$ cat src/verilog/serial_fmt_regs.svh
// Purpose: register indices, field positions, reset values, counts
// Assumes: byte address is four times the register index
// Notes:   indices are word numbers on the AXI4-Lite bus
`ifndef SERIAL_FMT_REGS_SVH
`define SERIAL_FMT_REGS_SVH
`define IDX_W          10
`define IDX_CMP        10'h0f5
`define IDX_STATUS     10'h0f7
`define IDX_TXBUF      10'h0f8
`define IDX_CTL        10'h0f9
`define IDX_FMT        10'h0fa
`define IDX_CLKCFG     10'h0fb
`define IDX_BAUD       10'h0fc
`define CTL_RST        8'h07
`define FMT_RST        8'h03
`define CMP_RST        8'h00
`define BAUD_RST       16'h0002
`define ST_TX_SHIFT_EMPTY       0
`define ST_TX_BUFFER_EMPTY       1
`define ST_RECEIVED_DATA_PENDING        2
`define ST_BRK         3
`define ST_ADDR        4
`define ST_PE          5
`define ST_FE          6
`define ST_OE          7
`define ST_TXEOB       8
`define ST_RXEOB       9
`define ST_RST         10'h003
`define TICKS_16X      5'd16
`define HALF_16X       5'd7
`define STOP_UNIT_16X  6'd8
`define RESP_OKAY      2'b00
`define RESP_SLVERR    2'b10
`endif

$ cat src/verilog/serial_fmt_pkg.sv
// Purpose: types of the serial format and addressing block
// Assumes: nothing
// Notes:   struct layouts follow the register bit order
package serial_fmt_pkg;
	typedef struct packed {
		logic       addr_sel;
		logic       parity_type;
		logic       parity_enable;
		logic       address_bit_enable;
		logic       stop_sel_hi;
		logic       stop_sel_lo;
		logic [1:0] word_length;
	} fmt_t;
	typedef struct packed {
		logic       address_enable;
		logic       set_break;
		logic       set_address_bit;
		logic       rx_dma_mask;
		logic       tx_dma_mask;
		logic [2:0] priority_level;
	} ctl_t;
	typedef struct packed {
		logic       valid;
		logic [3:0] sel;
		logic [2:0] level;
	} req_t;
	typedef enum logic [4:0] {
		TX_IDLE  = 5'b00001,
		TX_SHIFT = 5'b00010,
		TX_STOP  = 5'b00100,
		TX_BRK   = 5'b01000,
		TX_MARK  = 5'b10000
	} tx_state_t;
	typedef enum logic [3:0] {
		RX_IDLE  = 4'b0001,
		RX_START = 4'b0010,
		RX_BITS  = 4'b0100,
		RX_WAIT  = 4'b1000
	} rx_state_t;
endpackage

$ cat src/verilog/serial_tx_format_address_ctrl.sv
// Purpose: serial transmit buffer, addressing, priority and format
// Assumes: AXI4-Lite register access, one clock, DMA pulses on aclk
// Notes:   line input synchronised by two flops
//
// Implementation choice: the AXI4-Lite interface to the registers.
`timescale 1ns/10ps
`include "serial_fmt_regs.svh"
module serial_tx_format_address_ctrl (
	// clock and reset
	input  wire logic                  aclk,
	input  wire logic                  aresetn,
	// axi4-lite write
	input  wire logic [31:0]           awaddr,
	input  wire logic                  awvalid,
	output logic                       awready,
	input  wire logic [31:0]           wdata,
	input  wire logic [3:0]            wstrb,
	input  wire logic                  wvalid,
	output logic                       wready,
	output logic [1:0]                 bresp,
	output logic                       bvalid,
	input  wire logic                  bready,
	// axi4-lite read
	input  wire logic [31:0]           araddr,
	input  wire logic                  arvalid,
	output logic                       arready,
	output logic [31:0]                rdata,
	output logic [1:0]                 rresp,
	output logic                       rvalid,
	input  wire logic                  rready,
	// serial line
	input  wire logic                  rxd,
	output logic                       txd,
	// dma controller
	input  wire logic                  dma_rx_zero,
	input  wire logic                  dma_tx_zero,
	output serial_fmt_pkg::req_t       svc_req
);
	logic                    bvalid_r, bvalid_nxt, rvalid_r, rvalid_nxt;
	logic [1:0]              bresp_r, bresp_nxt, rresp_r, rresp_nxt;
	logic [31:0]             rdata_r, rdata_nxt;
	logic                    wr_go, rd_go, wr_hit, rd_hit;
	logic [`IDX_W-1:0]       widx, ridx;
	serial_fmt_pkg::fmt_t    fmt_r, fmt_nxt;
	serial_fmt_pkg::ctl_t    ctl_r, ctl_nxt;
	logic [7:0]              cmp_r, cmp_nxt, txbuf_r, txbuf_nxt;
	logic [7:0]              rxbuf_r, rxbuf_nxt;
	logic                    txfull_r, txfull_nxt, cd_r, cd_nxt;
	logic [15:0]             baud_r, baud_nxt, div_r, div_nxt;
	logic [9:0]              stat_r, stat_nxt, stat_set;
	logic                    tick;
	logic [4:0]              bit_last;
	logic [3:0]              len;
	logic [3:0]              nbits;
	serial_fmt_pkg::tx_state_t tx_st_r, tx_st_nxt;
	logic [4:0]              tx_sub_r, tx_sub_nxt;
	logic [5:0]              tx_cnt_r, tx_cnt_nxt, stop_ticks;
	logic [11:0]             tx_sh_r, tx_sh_nxt;
	logic                    txd_r, txd_nxt, tx_bit_end;
	logic                    ev_load, ev_txdone;
	serial_fmt_pkg::rx_state_t rx_st_r, rx_st_nxt;
	logic                    rx_s1_r, rx_s2_r;
	logic [4:0]              rx_sub_r, rx_sub_nxt;
	logic [3:0]              rx_cnt_r, rx_cnt_nxt;
	logic [11:0]             rx_sh_r, rx_sh_nxt;
	logic                    accept_r, accept_nxt, aftbrk_r, aftbrk_nxt;
	logic                    word_done;
	logic [7:0]              rx_data;
	logic                    rx_par, rx_nine, rx_stop, rx_brk;
	logic                    match, cand, hit, store;
	serial_fmt_pkg::req_t    req_r, req_nxt;
	logic                    tx_empty, rx_dreq, tx_dreq, rx_ireq, tx_ireq;

	// frame: start, data, parity, ninth bit; stop sent separately
	function automatic logic [11:0] build(input logic [7:0] d,
		input serial_fmt_pkg::fmt_t f, input logic nine);
		logic [11:0] fr;
		logic [3:0]  pos;
		logic [7:0]  dm;
		fr  = 12'hfff;
		dm  = 8'h00;
		pos = 4'd1;
		fr[0] = 1'b0;
		for (int i = 0; i < 8; i++) begin
			if (i < 32'(f.word_length) + 5) begin
				fr[pos] = d[i];
				dm[i]   = d[i];
				pos     = pos + 4'd1;
			end
		end
		if (f.parity_enable) begin
			fr[pos] = ^dm ^ ~f.parity_type;
			pos     = pos + 4'd1;
		end
		if (f.address_bit_enable)
			fr[pos] = nine;
		return fr;
	endfunction

	assign awready = wr_go;
	assign wready  = wr_go;
	assign arready = rd_go;
	assign bvalid  = bvalid_r;
	assign bresp   = bresp_r;
	assign rvalid  = rvalid_r;
	assign rresp   = rresp_r;
	assign rdata   = rdata_r;
	assign txd     = txd_r;
	assign svc_req = req_r;

	// bus handshake: write takes address and data together
	always_comb begin
		wr_go  = awvalid & wvalid & ~bvalid_r;
		rd_go  = arvalid & ~rvalid_r;
		widx   = awaddr[`IDX_W+1:2];
		ridx   = araddr[`IDX_W+1:2];
		wr_hit = (awaddr[31:`IDX_W+2] == '0) &&
			(widx == `IDX_CMP || widx == `IDX_STATUS ||
			widx == `IDX_TXBUF || widx == `IDX_CTL ||
			widx == `IDX_FMT || widx == `IDX_CLKCFG ||
			widx == `IDX_BAUD);
		rd_hit = (araddr[31:`IDX_W+2] == '0) &&
			(ridx == `IDX_CMP || ridx == `IDX_STATUS ||
			ridx == `IDX_TXBUF || ridx == `IDX_CTL ||
			ridx == `IDX_FMT || ridx == `IDX_CLKCFG ||
			ridx == `IDX_BAUD);
		bvalid_nxt = bvalid_r & ~bready;
		bresp_nxt  = bresp_r;
		rvalid_nxt = rvalid_r & ~rready;
		rresp_nxt  = rresp_r;
		rdata_nxt  = rdata_r;
		if (wr_go) begin
			bvalid_nxt = 1'b1;
			bresp_nxt  = wr_hit ? `RESP_OKAY : `RESP_SLVERR;
		end
		if (rd_go) begin
			rvalid_nxt = 1'b1;
			rresp_nxt  = rd_hit ? `RESP_OKAY : `RESP_SLVERR;
			rdata_nxt  = 32'h0;
			unique case (1'b1)
				ridx == `IDX_CMP:    rdata_nxt[7:0] = cmp_r;
				ridx == `IDX_STATUS: rdata_nxt[9:0] = stat_r;
				// shared index: reads return the receive buffer
				ridx == `IDX_TXBUF:  rdata_nxt[7:0] = rxbuf_r;
				ridx == `IDX_CTL:    rdata_nxt[7:0] = ctl_r;
				ridx == `IDX_FMT:    rdata_nxt[7:0] = fmt_r;
				ridx == `IDX_CLKCFG: rdata_nxt[0]   = cd_r;
				ridx == `IDX_BAUD:   rdata_nxt[15:0] = baud_r;
				default:             rdata_nxt = 32'h0;
			endcase
		end
	end

	always_ff @(posedge aclk) begin
		if (!aresetn) begin
			bvalid_r <= 1'b0;
			bresp_r  <= `RESP_OKAY;
			rvalid_r <= 1'b0;
			rresp_r  <= `RESP_OKAY;
			rdata_r  <= 32'h0;
		end else begin
			bvalid_r <= bvalid_nxt;
			bresp_r  <= bresp_nxt;
			rvalid_r <= rvalid_nxt;
			rresp_r  <= rresp_nxt;
			rdata_r  <= rdata_nxt;
		end
	end

	// register file, status flags and bit clock
	always_comb begin
		fmt_nxt   = fmt_r;
		ctl_nxt   = ctl_r;
		cmp_nxt   = cmp_r;
		txbuf_nxt = txbuf_r;
		txfull_nxt = txfull_r;
		cd_nxt    = cd_r;
		baud_nxt  = baud_r;
		stat_nxt  = stat_r;
		rxbuf_nxt = rxbuf_r;
		div_nxt   = div_r;
		tick      = 1'b0;
		if (baud_r > 16'h0001) begin
			if (div_r == 16'h0000) begin
				tick    = 1'b1;
				div_nxt = baud_r - 16'h0001;
			end else begin
				div_nxt = div_r - 16'h0001;
			end
		end
		stat_set = 10'h000;
		stat_set[`ST_TX_BUFFER_EMPTY] = ev_load;
		stat_set[`ST_TX_SHIFT_EMPTY] = ev_txdone;
		stat_set[`ST_RECEIVED_DATA_PENDING]  = store;
		stat_set[`ST_OE]    = store & stat_r[`ST_RECEIVED_DATA_PENDING];
		stat_set[`ST_BRK]   = word_done & rx_brk;
		stat_set[`ST_ADDR]  = word_done & ~rx_brk & hit;
		stat_set[`ST_PE]    = word_done & ~rx_brk &
			fmt_r.parity_enable & (rx_par !=
			(^(rx_sh_nxt[7:0] & ~(8'hff << len)) ^
			~fmt_r.parity_type));
		stat_set[`ST_FE]    = word_done & ~rx_brk & ~rx_stop;
		stat_set[`ST_RXEOB] = dma_rx_zero;
		stat_set[`ST_TXEOB] = dma_tx_zero;
		if (store)
			rxbuf_nxt = rx_data;
		if (ev_load)
			txfull_nxt = 1'b0;
		if (ev_load)
			ctl_nxt.set_address_bit = 1'b0;
		// receive mask cleared at count zero
		if (dma_rx_zero)
			ctl_nxt.rx_dma_mask = 1'b0;
		// transmit mask cleared at count zero
		if (dma_tx_zero)
			ctl_nxt.tx_dma_mask = 1'b0;
		if (wr_go && wstrb[0]) begin
			unique case (1'b1)
				widx == `IDX_CMP:    cmp_nxt = wdata[7:0];
				widx == `IDX_STATUS: stat_nxt = stat_r & wdata[9:0];
				widx == `IDX_TXBUF: begin
					txbuf_nxt  = wdata[7:0];
					txfull_nxt = 1'b1;
					stat_nxt[`ST_TX_BUFFER_EMPTY] = 1'b0;
					stat_nxt[`ST_TX_SHIFT_EMPTY] = 1'b0;
				end
				widx == `IDX_CTL:    ctl_nxt = wdata[7:0];
				widx == `IDX_FMT:    fmt_nxt = wdata[7:0];
				widx == `IDX_CLKCFG: cd_nxt = wdata[0];
				widx == `IDX_BAUD:   baud_nxt[7:0] = wdata[7:0];
				default:             cmp_nxt = cmp_r;
			endcase
		end
		if (wr_go && wstrb[1] && widx == `IDX_BAUD)
			baud_nxt[15:8] = wdata[15:8];
		// hardware set wins over software clear
		stat_nxt = stat_nxt | stat_set;
	end

	always_ff @(posedge aclk) begin
		if (!aresetn) begin
			fmt_r    <= `FMT_RST;
			ctl_r    <= `CTL_RST;
			cmp_r    <= `CMP_RST;
			txbuf_r  <= 8'h00;
			txfull_r <= 1'b0;
			cd_r     <= 1'b0;
			baud_r   <= `BAUD_RST;
			div_r    <= 16'h0000;
			stat_r   <= `ST_RST;
			rxbuf_r  <= 8'hff;
		end else begin
			fmt_r    <= fmt_nxt;
			ctl_r    <= ctl_nxt;
			cmp_r    <= cmp_nxt;
			txbuf_r  <= txbuf_nxt;
			txfull_r <= txfull_nxt;
			cd_r     <= cd_nxt;
			baud_r   <= baud_nxt;
			div_r    <= div_nxt;
			stat_r   <= stat_nxt;
			rxbuf_r  <= rxbuf_nxt;
		end
	end

	// character format shared by both directions
	always_comb begin
		bit_last = cd_r ? 5'd0 : `TICKS_16X - 5'd1;
		len   = 4'd5 + {2'b00, fmt_r.word_length};
		nbits = 4'd1 + len + {3'b000, fmt_r.parity_enable} +
			{3'b000, fmt_r.address_bit_enable};
		if (cd_r)
			unique case ({fmt_r.stop_sel_hi, fmt_r.stop_sel_lo})
				2'b00:   stop_ticks = 6'd1;
				2'b11:   stop_ticks = 6'd3;
				default: stop_ticks = 6'd2;
			endcase
		else
			stop_ticks = `STOP_UNIT_16X * (6'd2 +
				{4'b0000, fmt_r.stop_sel_hi, fmt_r.stop_sel_lo});
	end

	// transmitter
	always_comb begin
		tx_st_nxt  = tx_st_r;
		tx_sub_nxt = tx_sub_r;
		tx_cnt_nxt = tx_cnt_r;
		tx_sh_nxt  = tx_sh_r;
		txd_nxt    = txd_r;
		ev_load    = 1'b0;
		ev_txdone  = 1'b0;
		tx_bit_end = tick && (tx_sub_r == bit_last);
		if (tick)
			tx_sub_nxt = tx_bit_end ? 5'd0 : tx_sub_r + 5'd1;
		unique case (tx_st_r)
			serial_fmt_pkg::TX_IDLE: begin
				txd_nxt    = 1'b1;
				tx_sub_nxt = 5'd0;
				if (txfull_r) begin
					tx_sh_nxt = build(txbuf_r, fmt_r,
						ctl_r.set_address_bit);
					tx_cnt_nxt = {2'b00, nbits};
					txd_nxt    = 1'b0;
					ev_load    = 1'b1;
					tx_st_nxt  = serial_fmt_pkg::TX_SHIFT;
				end else if (ctl_r.set_break) begin
					tx_cnt_nxt = {2'b00, nbits} + 6'd1;
					txd_nxt    = 1'b0;
					tx_st_nxt  = serial_fmt_pkg::TX_BRK;
				end
			end
			serial_fmt_pkg::TX_SHIFT: begin
				if (tx_bit_end) begin
					tx_sh_nxt  = {1'b1, tx_sh_r[11:1]};
					tx_cnt_nxt = tx_cnt_r - 6'd1;
					txd_nxt    = tx_sh_r[1];
					if (tx_cnt_r == 6'd1) begin
						txd_nxt    = 1'b1;
						tx_cnt_nxt = stop_ticks;
						tx_st_nxt  = serial_fmt_pkg::TX_STOP;
					end
				end
			end
			serial_fmt_pkg::TX_STOP: begin
				if (tick) begin
					tx_cnt_nxt = tx_cnt_r - 6'd1;
					if (tx_cnt_r == 6'd1) begin
						ev_txdone = ~txfull_r;
						tx_st_nxt = serial_fmt_pkg::TX_IDLE;
					end
				end
			end
			serial_fmt_pkg::TX_BRK: begin
				// low for a word and while set
				txd_nxt = 1'b0;
				if (tx_bit_end) begin
					if (tx_cnt_r != 6'd0)
						tx_cnt_nxt = tx_cnt_r - 6'd1;
					else if (!ctl_r.set_break) begin
						txd_nxt   = 1'b1;
						tx_st_nxt = serial_fmt_pkg::TX_MARK;
					end
				end
			end
			serial_fmt_pkg::TX_MARK: begin
				// one tick high ends the break
				txd_nxt = 1'b1;
				if (tick)
					tx_st_nxt = serial_fmt_pkg::TX_IDLE;
			end
			default: tx_st_nxt = serial_fmt_pkg::TX_IDLE;
		endcase
	end

	always_ff @(posedge aclk) begin
		if (!aresetn) begin
			tx_st_r  <= serial_fmt_pkg::TX_IDLE;
			tx_sub_r <= 5'd0;
			tx_cnt_r <= 6'd0;
			tx_sh_r  <= 12'hfff;
			txd_r    <= 1'b1;
		end else begin
			tx_st_r  <= tx_st_nxt;
			tx_sub_r <= tx_sub_nxt;
			tx_cnt_r <= tx_cnt_nxt;
			tx_sh_r  <= tx_sh_nxt;
			txd_r    <= txd_nxt;
		end
	end

	// receiver and address decode
	always_comb begin
		rx_st_nxt  = rx_st_r;
		rx_sub_nxt = rx_sub_r;
		rx_cnt_nxt = rx_cnt_r;
		rx_sh_nxt  = rx_sh_r;
		word_done  = 1'b0;
		unique case (rx_st_r)
			serial_fmt_pkg::RX_IDLE: begin
				rx_sub_nxt = 5'd0;
				rx_cnt_nxt = 4'd0;
				if (tick && !rx_s2_r)
					rx_st_nxt = cd_r ? serial_fmt_pkg::RX_BITS :
						serial_fmt_pkg::RX_START;
			end
			serial_fmt_pkg::RX_START: begin
				// recheck start bit at its middle
				if (tick) begin
					rx_sub_nxt = rx_sub_r + 5'd1;
					if (rx_sub_r == `HALF_16X) begin
						rx_sub_nxt = 5'd0;
						rx_st_nxt  = rx_s2_r ?
							serial_fmt_pkg::RX_IDLE :
							serial_fmt_pkg::RX_BITS;
					end
				end
			end
			serial_fmt_pkg::RX_BITS: begin
				if (tick) begin
					rx_sub_nxt = rx_sub_r + 5'd1;
					if (rx_sub_r == bit_last) begin
						rx_sub_nxt = 5'd0;
						rx_sh_nxt[rx_cnt_r] = rx_s2_r;
						rx_cnt_nxt = rx_cnt_r + 4'd1;
						if (rx_cnt_r == nbits - 4'd1) begin
							word_done = 1'b1;
							rx_st_nxt = serial_fmt_pkg::RX_WAIT;
						end
					end
				end
			end
			serial_fmt_pkg::RX_WAIT: begin
				if (rx_s2_r)
					rx_st_nxt = serial_fmt_pkg::RX_IDLE;
			end
			default: rx_st_nxt = serial_fmt_pkg::RX_IDLE;
		endcase
		// data unused high bits read as ones
		rx_data = 8'hff;
		for (int i = 0; i < 8; i++)
			if (i < 32'(len))
				rx_data[i] = rx_sh_nxt[i];
		rx_par  = rx_sh_nxt[len];
		rx_nine = rx_sh_nxt[len + {3'b000, fmt_r.parity_enable}];
		rx_stop = rx_sh_nxt[nbits - 4'd1];
		rx_brk  = ((rx_sh_nxt & ((12'h001 << nbits) - 12'h001))
			== 12'h000);
		match   = (rx_data == cmp_r);
		unique case ({ctl_r.address_enable, fmt_r.addr_sel})
			2'b00: begin cand = rx_nine; hit = rx_nine; end
			2'b01: begin cand = 1'b0; hit = match; end
			// match with ninth bit set
			2'b10: begin cand = rx_nine; hit = match & rx_nine; end
			default: begin cand = aftbrk_r; hit = aftbrk_r & match; end
		endcase
		if (!fmt_r.address_bit_enable && !fmt_r.addr_sel &&
			!ctl_r.address_enable) begin
			cand = 1'b0;
			hit  = 1'b0;
		end
		accept_nxt = accept_r;
		aftbrk_nxt = aftbrk_r;
		store      = 1'b0;
		if (word_done) begin
			aftbrk_nxt = rx_brk;
			if (!rx_brk) begin
				if (cand)
					accept_nxt = hit;
				store = ~cand & (accept_r | fmt_r.addr_sel &
					~ctl_r.address_enable | ~fmt_r.address_bit_enable &
					~fmt_r.addr_sel & ~ctl_r.address_enable);
			end
		end
	end

	always_ff @(posedge aclk) begin
		if (!aresetn) begin
			rx_s1_r  <= 1'b1;
			rx_s2_r  <= 1'b1;
			rx_st_r  <= serial_fmt_pkg::RX_IDLE;
			rx_sub_r <= 5'd0;
			rx_cnt_r <= 4'd0;
			rx_sh_r  <= 12'hfff;
			accept_r <= 1'b0;
			aftbrk_r <= 1'b0;
		end else begin
			rx_s1_r  <= rxd;
			rx_s2_r  <= rx_s1_r;
			rx_st_r  <= rx_st_nxt;
			rx_sub_r <= rx_sub_nxt;
			rx_cnt_r <= rx_cnt_nxt;
			rx_sh_r  <= rx_sh_nxt;
			accept_r <= accept_nxt;
			aftbrk_r <= aftbrk_nxt;
		end
	end

	// request selection
	always_comb begin
		tx_empty = stat_r[`ST_TX_BUFFER_EMPTY] | stat_r[`ST_TX_SHIFT_EMPTY];
		// data pending to DMA or interrupt
		rx_dreq  = stat_r[`ST_RECEIVED_DATA_PENDING] & ctl_r.rx_dma_mask;
		rx_ireq  = stat_r[`ST_RECEIVED_DATA_PENDING] & ~ctl_r.rx_dma_mask |
			stat_r[`ST_RXEOB] | stat_r[`ST_ADDR];
		tx_dreq  = tx_empty & ctl_r.tx_dma_mask;
		tx_ireq  = tx_empty & ~ctl_r.tx_dma_mask | stat_r[`ST_TXEOB];
		req_nxt.level = ctl_r.priority_level;
		req_nxt.sel = rx_dreq ? 4'b0001 : tx_dreq ? 4'b0010 :
			rx_ireq ? 4'b0100 : tx_ireq ? 4'b1000 : 4'b0000;
		req_nxt.valid = (req_nxt.sel != 4'b0000) &&
			(ctl_r.priority_level != 3'h7);
	end

	always_ff @(posedge aclk) begin
		if (!aresetn)
			req_r <= '0;
		else
			req_r <= req_nxt;
	end
endmodule

$ cat config.mk
export PLATFORM = sky130hd
export DESIGN_NAME = serial_tx_format_address_ctrl
export DESIGN_NICKNAME = d
export VERILOG_FILES = /design/src/verilog/serial_fmt_pkg.sv /design/src/verilog/serial_tx_format_address_ctrl.sv
export VERILOG_INCLUDE_DIRS = /design/src /design/src/verilog
export SDC_FILE = /design/constraint.sdc
export NUM_CORES = 1
export LEC_CHECK = 0
export BUFFER_PORTS_ARGS = -buffer_cell sky130_fd_sc_hd__clkbuf_2
export CAP_MARGIN = 20
export CORE_AREA = 2 2 156 158
export DETAILED_ROUTE_END_ITERATION = 10
export DIE_AREA = 0 0 158 160
export HOLD_SLACK_MARGIN = 0.1
export MAX_ROUTING_LAYER = met4
export PLACE_DENSITY = 0.78
export SKIP_LAST_GASP = 1
export SLEW_MARGIN = 20
export SYNTH_ARGS = -nofsm -noshare
export SYNTH_HDL_FRONTEND = slang
export SYNTH_SLANG_ARGS = --single-unit
$ cat constraint.sdc
create_clock -name aclk -period 5.05 [get_ports aclk]
set_input_delay 0.2525 -clock aclk [delete_from_list [all_inputs] [get_ports aclk]]
set_output_delay 0.2525 -clock aclk [all_outputs]
set_load 0.05 [all_outputs]
==> out/results.ini, run 1 <==
[finish]
layoutNonFillerInstCount=1786
final_nets=1590
areaGrowthSynthToFinish_pct=13.4
fin_util_pct=51.2
drive_gt1_share_pct=14.8

[clock_tree]
cts_tree=done
root_buffer=clkbuf_16
postCtsSetupBuffers=0
cts_sinks=169
htreeDepth=4
clk_latency_ps=450
clk_pin_slew_ps=70
post_cts_resized=0
cts_hold_buf=12
numCtsBuffers=17
clk_path_buf_depth=2

[worst_hold_path]
hold_depth=3
hold_path.class=in2reg

[synthesis]
ys_top_cells_by_area=dfxtp_1 (31%), nor2_1 (6.0%), mux2i_1 (5.4%), a21oi_1 (4.5%), nand2_1 (4.4%)
syn_area_sq_um=10800
yosysTopAreaCell=dfxtp_1
synth_cell_types=84
synth_edf_count=0
synthFlopType=dfxtp_1
synthArstFlopShare_pct=0
yosysSeqAreaShare_pct=31.5
synth_top_area_share_pct=31.5
synthCells=1362
ys_seq_elements=169
synth_common_cells=nor2_1 (171), dfxtp_1 (169), nand2_1 (125)
synth.yosys.warnings=0
synth.avg_cell_area_sq_um=7.89
yosysMostFrequentCell=nor2_1

[global_routing]
grt_use_total_pct=25.0
antenna_found_initial=1
grt_overflow_total=0
grt_max_degree=77
grt_pass1_vias=9565
grt_pass1_wl_um=49400

[worst_setup_path]
crit_required_ps=5380
crit_type=reg2reg
r2r.worst_path.cells=16
crit_path_max_fanout=12
arrival_ps=4900
endpoint_kind=register
cp-start-kind=register

[sta]
finalCriticalPeriod_ps=4570
worstMarginPinSlew_ps=1050
fin_tns_setup_ps=0
clock-skew-final_ps=15.3
rsz0062_at_grt=no
fmax_mhz=219
setup_viol=0
finalHoldViolCount=0
fin_ws_ps=477
slew_violations=0
relSlewSlack_pct=30.1
fin_crit_sh_pct=90.6

[placed_design]
gp_congestion=0.961
dpl.hpwl_um=22200
dp_cells=1741
port-buffer-count=119
pre_cts_slack_ps=562

[floorplanning]
dieArea_sq_um=25300
initial_core_util_pct=45.1
die_y_um=160
io_pins=160
core.rowCount=57
core_area_sq_um=23800
die_x_um=158

[power_and_ir_drop]
p_per_area_nw_per_um2=295
p_leak_nw=4.67
max-vdd-ir-drop_v=0.000228

[job]
cap_violations=0

[detailed_routing]
num_vias=10560
drt_iter0_drc=1019
drt-pass1-iter-count=5
viasPerCell=5.91
wl_per_cell_um=17.3
finalWirelength_um=30900
ant_nets=0
drc=0

[status]
status=complete, no violations

layout by cell type, fill, tap and decap left out, drive strengths merged, types with 6 or more instances in the layout:
master and count:
xnor2 35, ha 30, nand3 48, buf 17
conb 18, o2111ai 15, nor3b 7, mux2i 61
xor2 17, or3 18, and2 11, nor2b 10
mux2 12, nor4b 7, nand2b 32, o21ai 68
nand4 13, clkbuf 137, nand2 125, dlygate4sd3 12
or2 8, a22oi 20, dfxtp 169, clkinv 6
o22ai 13, o211ai 22, or4 8, and3 12
a21oi 96, nor3 42, a211oi 15, a221oi 12
inv 50, nor4 39, o21a 6, nor2 171
a31oi 10
layout make-up:
type	instances	area, sq um
multi-input combinational	1069	6810
antenna	1	2.50
clock buffer	18	439
inverter	43	161
sequential	169	3380
clock inverter	14	153
tap	324	405
timing repair buffer	148	843
fill	2227	11600
per-layer routing:
layer  global-route usage, %  routed length [um]
met1                    33.8               13600
met2                    37.7               14100
met3                    4.59                2400
met4                    8.23                 889
met5                       -                   0
where the power goes:
group / leakage, nW / switching (mW) / internal [mW]
Sequential: 1.37 / 0.0731 / 1.40
Combinational: 3.01 / 0.528 / 0.290
Clock: 0.289 / 0.629 / 0.675
metrics by stage:
stage	total power, mW	hold WS (ps)	area, sq um
floorplan	2.13	354	10800
global placement	2.28	389	11500
detailed placement	2.30	398	11500
CTS	3.59	106	12200
global route	3.75	122	12200
finish	3.60	104	12200
final timing paths:
check                           slack, ps     start         end
worst min-delay path                  100  wdata[8]   baud_r[8]
worst min register to register        410   rx_s1_r     rx_s2_r
worst max-delay path                  480  fmt_r[0]  rxbuf_r[7]
worst max register to register        480  fmt_r[0]  rxbuf_r[7]
worst max-delay path, cell delays in order (launching register included):
cell and delay, ps:
dfxtp_1 500, inv_1 230, ha_1 390, inv_1 110, fa_1 620, ha_1 380
nand3_1 130, ha_1 310, inv_1 150, o211ai_1 190, a21oi_1 90, a31oi_1 160
nor2_1 60, nor3_1 170, and3_1 320, nand4b_4 300, mux2_2 370
flip-flops by register name (all words and copies together), names as in the netlist, 8 cells and up:
signal	flops
fmt_r	8
tx_sh_r	11
svc_req	8
rdata	16
stat_r	10
cmp_r	8
ctl_r	8
rx_sh_r	12
txbuf_r	8
baud_r	16
div_r	16
rxbuf_r	8
logic make-up after synthesis:
| logic type | count (synthesis) | share of synthesized area [%] |
|---|---|---|
| compound gates | 320 | 19.6 |
| xor+xnor | 54 | 4.66 |
| fa+ha+maj | 32 | 3.86 |
| buf+inv | 141 | 5.88 |
| flops | 169 | 31.5 |
| mux | 77 | 7.88 |
| other cells | 1 | 0.0349 |
| simple gates | 568 | 26.6 |
Power figures use the tool's default switching activity.
==> run 2, diff against run 1 <==
--- a/config.mk
+++ b/config.mk
@@ -8,12 +8,12 @@
 export LEC_CHECK = 0
 export BUFFER_PORTS_ARGS = -buffer_cell sky130_fd_sc_hd__clkbuf_2
 export CAP_MARGIN = 20
-export CORE_AREA = 2 2 156 158
+export CORE_AREA = 2 2 112 222
 export DETAILED_ROUTE_END_ITERATION = 10
-export DIE_AREA = 0 0 158 160
+export DIE_AREA = 0 0 114 224
 export HOLD_SLACK_MARGIN = 0.1
 export MAX_ROUTING_LAYER = met4
-export PLACE_DENSITY = 0.78
+export PLACE_DENSITY = 0.77
 export SKIP_LAST_GASP = 1
 export SLEW_MARGIN = 20
 export SYNTH_ARGS = -nofsm -noshare
==> out/results.ini, run 2 (synthesis gave the netlist of run 1 again) <==
[global_routing]
antenna_found_initial=0  ; -1
grt_use_total_pct=28.0  ; +3.0 points
grt_pass1_vias=10590  ; +11%
grt_max_degree=77  ; unchanged
grt_pass1_wl_um=54700  ; +11%
grt_overflow_total=0  ; unchanged

[detailed_routing]
drt-pass1-iter-count=7  ; +2
wl_per_cell_um=20.0  ; +16%
drt_iter0_drc=719  ; -29%
num_vias=10841  ; +2.7%
finalWirelength_um=35100  ; +14%
drc=0  ; unchanged
ant_nets=0  ; unchanged
viasPerCell=6.18  ; +4.5%

[sta]
setup_viol=0  ; unchanged
finalCriticalPeriod_ps=4540  ; -36.1 ps
worstMarginPinSlew_ps=923  ; -122 ps
finalHoldViolCount=0  ; unchanged
relSlewSlack_pct=37.6  ; +7.5 points
slew_violations=0  ; unchanged
rsz0062_at_grt=no
fin_ws_ps=513  ; +36.1 ps
clock-skew-final_ps=14.4  ; -0.887 ps
fin_crit_sh_pct=89.8  ; -0.72 points
fmax_mhz=220  ; +0.80%
fin_tns_setup_ps=0  ; unchanged

[floorplanning]
initial_core_util_pct=45.1  ; about the same
die_x_um=114  ; -28%
core_area_sq_um=23800  ; about the same
dieArea_sq_um=25500  ; +1.0%
die_y_um=224  ; +40%
io_pins=160  ; unchanged
core.rowCount=80  ; +40%

[worst_setup_path]
endpoint_kind=register
crit_required_ps=5390  ; about the same
r2r.worst_path.cells=16  ; unchanged
r2r_start=fmt_r[1]
cp-start-kind=register
r2r-end=rxbuf_r[2]
crit_path_max_fanout=12  ; unchanged
rrSetupSlack_ps=510  ; +40 ps
arrival_ps=4880  ; -20 ps
crit_type=reg2reg

[clock_tree]
clk_latency_ps=460  ; about the same
cts_tree=done
root_buffer=clkbuf_16
cts_sinks=169  ; unchanged
clk_path_buf_depth=2  ; unchanged
numCtsBuffers=17  ; unchanged
htreeDepth=4  ; unchanged
postCtsSetupBuffers=0  ; unchanged
clk_pin_slew_ps=80  ; about the same

[finish]
layout_common_cells=nor2_1 (171), dfxtp_1 (169), nand2_1 (125)
final_nets=1596  ; +0.38%
drive_gt1_share_pct=15.1  ; +0.35 points
mostFrequentLayoutCell=nor2_1
areaGrowthSynthToFinish_pct=13.5  ; about the same
fin_util_pct=51.2  ; about the same
antenna_cells=0  ; -1
fillers=2284  ; +2.6%

[worst_hold_path]
hold_path_end=baud_r[9]
hold_depth=3  ; unchanged
hold_path.class=in2reg
min_from=wdata[9]

[power_and_ir_drop]
p_per_area_nw_per_um2=300  ; +1.9%
max-vdd-ir-drop_v=0.000194  ; -15%
p_leak_nw=4.71  ; +0.80%

[placed_design]
dpl.hpwl_um=26500  ; +20%
port-buffer-count=119  ; unchanged
gp_congestion=0.937  ; -2.5%
pre_cts_slack_ps=528  ; -34.2 ps

[status]
status=complete, no violations

[job]
cap_violations=0  ; unchanged

## run 2: cell count changes in the layout (fill, tap and decap cells not counted), sizes merged
cell | before | now
buf | 17 | 23
clkinv | 6 | 4
inv | 50 | 52
bufinv | 0 | 1
clkbuf | 137 | 136
diode | 1 | 0
## run 2: final cells by class
cell class | instances | area (sq um) | area share [%]
Multi-Input combinational cell | 1069 | 6810 | 55.8
Sequential cell | 169 | 3380 | 27.7
Timing Repair Buffer | 154 | 888 | 7.28
Clock buffer | 17 | 425 | 3.49
Tap cell | 287 | 359 | 2.94
Clock inverter | 15 | 175 | 1.44
Inverter | 43 | 161 | 1.32
## run 2: how the worst max path moves through the flow
stage,cells after the start,from,endpoint,slack [ps]
after floorplan,18,fmt_r[0],rxbuf_r[0],1000
after global placement,16,fmt_r[1],rxbuf_r[1],590
after detailed placement,16,fmt_r[1],rxbuf_r[1],530
after CTS,16,fmt_r[1],rxbuf_r[1],520
after global routing,16,fmt_r[1],rxbuf_r[1],110
final,16,fmt_r[1],rxbuf_r[2],510
## run 2: per-layer routing
| metal | routed length [um] | GRT usage [%] |
|---|---|---|
| met5 | 0 | - |
| met4 | 2850 | 21.0 |
| met3 | 1290 | 4.22 |
| met2 | 18900 | 50.5 |
| met1 | 12000 | 26.1 |
## run 2: timing repair
action | 4_1_cts | 5_1_grt
hold endpoints to repair | 14 | 0
hold buffers | 12 | 0
resized for setup | 0 | 0
## run 2: metrics by stage
stage	instances	hold WS [ps]	power (mW)	area [sq um]
final	1754	116	3.67	12200
after floorplan	1379	354	2.13	10800
after global placement	1710	417	2.30	11500
after detailed placement	1710	412	2.32	11500
after CTS	1754	111	3.66	12200
after global routing	1754	118	3.82	12200
## run 2: worst max-delay path, cell delays in order (launching register included)
cell and delay, ps:
dfxtp_1 490, inv_1 170, ha_1 370, inv_1 110, fa_1 600, ha_1 390, nand3_1 130, ha_1 310
inv_1 150, o211ai_1 190, a21oi_1 90, a31oi_1 140, nor2_1 60, nor3_1 200, and3_1 350, nand4b_4 290
mux2_2 350
## run 2: report_power, final
part	switching [mW]	internal (mW)	total (mW)
Clock	0.640	0.709	1.35
Sequential	0.0753	1.40	1.48
Combinational	0.551	0.288	0.839
Total	1.27	2.40	3.67
==> run 3, diff against run 2 <==
--- a/config.mk
+++ b/config.mk
@@ -14,6 +14,7 @@
 export HOLD_SLACK_MARGIN = 0.1
 export MAX_ROUTING_LAYER = met4
 export PLACE_DENSITY = 0.77
+export REMOVE_ABC_BUFFERS = 1
 export SKIP_LAST_GASP = 1
 export SLEW_MARGIN = 20
 export SYNTH_ARGS = -nofsm -noshare
==> out/results.ini, run 3 (synthesis gave the netlist of run 1 again) <==
[worst_setup_path]
crit_path_max_fanout=12  ; unchanged
slowest_delay_ps=610  ; about the same
rrSetupSlack_ps=490  ; -20 ps
endpoint_kind=register
critical-path-top-delay-family=adder cells
path_cells=inv_1 -> ha_1 -> inv_1 -> fa_1 -> ha_1 -> nand3_1 -> ha_1 -> inv_1 -> o211ai_1 -> a21oi_1 -> a31oi_1 -> nor2_1 -> nor3_1 -> and3_1 -> nand4b_4 -> mux2_2
crit_type=reg2reg
r2r-end=rxbuf_r[5]
cp-start-kind=register
crit_required_ps=5400  ; about the same
r2r.worst_path.cells=16  ; unchanged
cpMaxStageDelayCell=fa_1
worst-path-buf-inv=3  ; unchanged
arrival_ps=4900  ; +20 ps
r2r_start=fmt_r[1]

[clock_tree]
post_cts_resized=0  ; unchanged
cts_hold_buf=13  ; +1
cts_sinks=169  ; unchanged
cts_tree=done
clk_pin_slew_ps=80  ; about the same
root_buffer=clkbuf_16
htreeDepth=4  ; unchanged
postCtsSetupBuffers=0  ; unchanged
clk_latency_ps=460  ; about the same
clk_path_buf_depth=2  ; unchanged
numCtsBuffers=17  ; unchanged

[global_routing]
grt_use_total_pct=27.4  ; -0.55 points
grt_pass1_vias=10472  ; -1.1%
antenna_found_initial=0  ; unchanged
grt_overflow_total=0  ; unchanged
grt_pass1_wl_um=53900  ; -1.5%
grt_max_degree=66  ; -14%

[placed_design]
placed_cell_area_sq_um=11500  ; +0.20%
port-buffer-count=119  ; unchanged
gp_congestion=0.982  ; +4.7%
dpl.hpwl_um=25900  ; -2.4%

[finish]
drive_gt1_share_pct=15.3  ; +0.16 points
fin_util_pct=51.3  ; +0.14 points
mostFrequentLayoutCell=nor2_1
regArea_sq_um=3380  ; unchanged
fillers=2251  ; -1.4%
multi_input_area_sq_um=6810  ; unchanged
final_cell_area_sq_um=12200  ; +0.28%
areaGrowthSynthToFinish_pct=13.8
final_nets=1600  ; +0.25%
layout_common_cells=nor2_1 (171), dfxtp_1 (169), nand2_1 (125)
antenna_cells=0  ; unchanged

[detailed_routing]
drt-pass1-iter-count=5  ; -2
drt_iter0_drc=608  ; -15%
num_vias=10889  ; +0.44%
finalWirelength_um=34400  ; -2.0%
drc=0  ; unchanged
wl_per_cell_um=19.6  ; -2.2%
ant_nets=0  ; unchanged
viasPerCell=6.19  ; +0.21%

[sta]
setup_viol=0  ; unchanged
finalHoldViolCount=0  ; unchanged
clock-skew-final_ps=12.8  ; -1.55 ps
relSlewSlack_pct=34.7  ; -2.9 points
slew_violations=0  ; unchanged
fin_crit_sh_pct=90.3  ; +0.43 points
rsz0062_at_grt=no
finalCriticalPeriod_ps=4560  ; +21.5 ps
worstMarginPinSlew_ps=967  ; +43.5 ps
fmax_mhz=219  ; -0.47%
fin_tns_setup_ps=0  ; unchanged

[floorplanning]
io_pins=160  ; unchanged
die_y_um=224  ; unchanged
initial_core_util_pct=45.1  ; unchanged
core_area_sq_um=23800  ; unchanged
dieArea_sq_um=25500  ; unchanged
die_x_um=114  ; unchanged
core.rowCount=80  ; unchanged

[power_and_ir_drop]
p_per_area_nw_per_um2=298  ; -0.73%
p_leak_nw=4.72  ; +0.21%
max-vdd-ir-drop_v=0.000264  ; +36%

[worst_hold_path]
hold_path_end=bresp[1]
min_from=awaddr[15]
hold_path.class=in2reg
hold_depth=5  ; +2

[status]
status=complete, no violations

[job]
cap_violations=0  ; unchanged

-- run 3: power by group --
| part | switching, mW | total (mW) | internal (mW) |
|---|---|---|---|
| Sequential | 0.0745 | 1.48 | 1.40 |
| Clock | 0.657 | 1.32 | 0.667 |
| Combinational | 0.554 | 0.849 | 0.296 |
-- run 3: cell type report --
cell class	instances	share of cell area, %
tap	287	2.94
sequential	169	27.7
clock inverter	15	1.44
clock buffer	17	3.48
multi-input combinational	1069	55.6
timing repair buffer	158	7.53
inverter	43	1.32
-- run 3: worst register-to-register path, cell delays in order, from the launching register on --
cell	delay, ps
dfxtp_1	500
inv_1	170
ha_1	370
inv_1	120
fa_1	610
ha_1	400
nand3_1	140
ha_1	310
inv_1	150
o211ai_1	190
a21oi_1	80
a31oi_1	150
nor2_1	60
nor3_1	210
and3_1	340
nand4b_4	290
mux2_2	360
-- run 3: worst max-delay path by stage --
stage              from    endpoint  slack (ps)  depth (start not counted)
2_1_floorplan  fmt_r[0]  rxbuf_r[0]         980                         15
6_report       fmt_r[1]  rxbuf_r[5]         490                         16
3_5_place_dp   fmt_r[1]  rxbuf_r[7]         510                         16
5_1_grt        fmt_r[1]  rxbuf_r[7]         250                         16
3_3_place_gp   fmt_r[1]  rxbuf_r[6]         570                         16
4_1_cts        fmt_r[1]  rxbuf_r[6]         490                         16
-- run 3: through the flow --
stage	worst slack [ps]	hold WS [ps]	power, mW	instances
finish	491	121	3.65	1758
global route	252	133	3.79	1758
CTS	495	108	3.65	1758
detailed placement	514	402	2.33	1713
global placement	568	389	2.30	1713
floorplan	984	314	2.06	1281
-- run 3: metal layers --
metal	global-route usage (%)	vias up	part of all wire, %
met4	21.2	0	8.3
met1	25.7	5220	34
met3	4.36	157	4.2
met5	-	-	0
li1	-	5098	-
met2	48.8	414	54
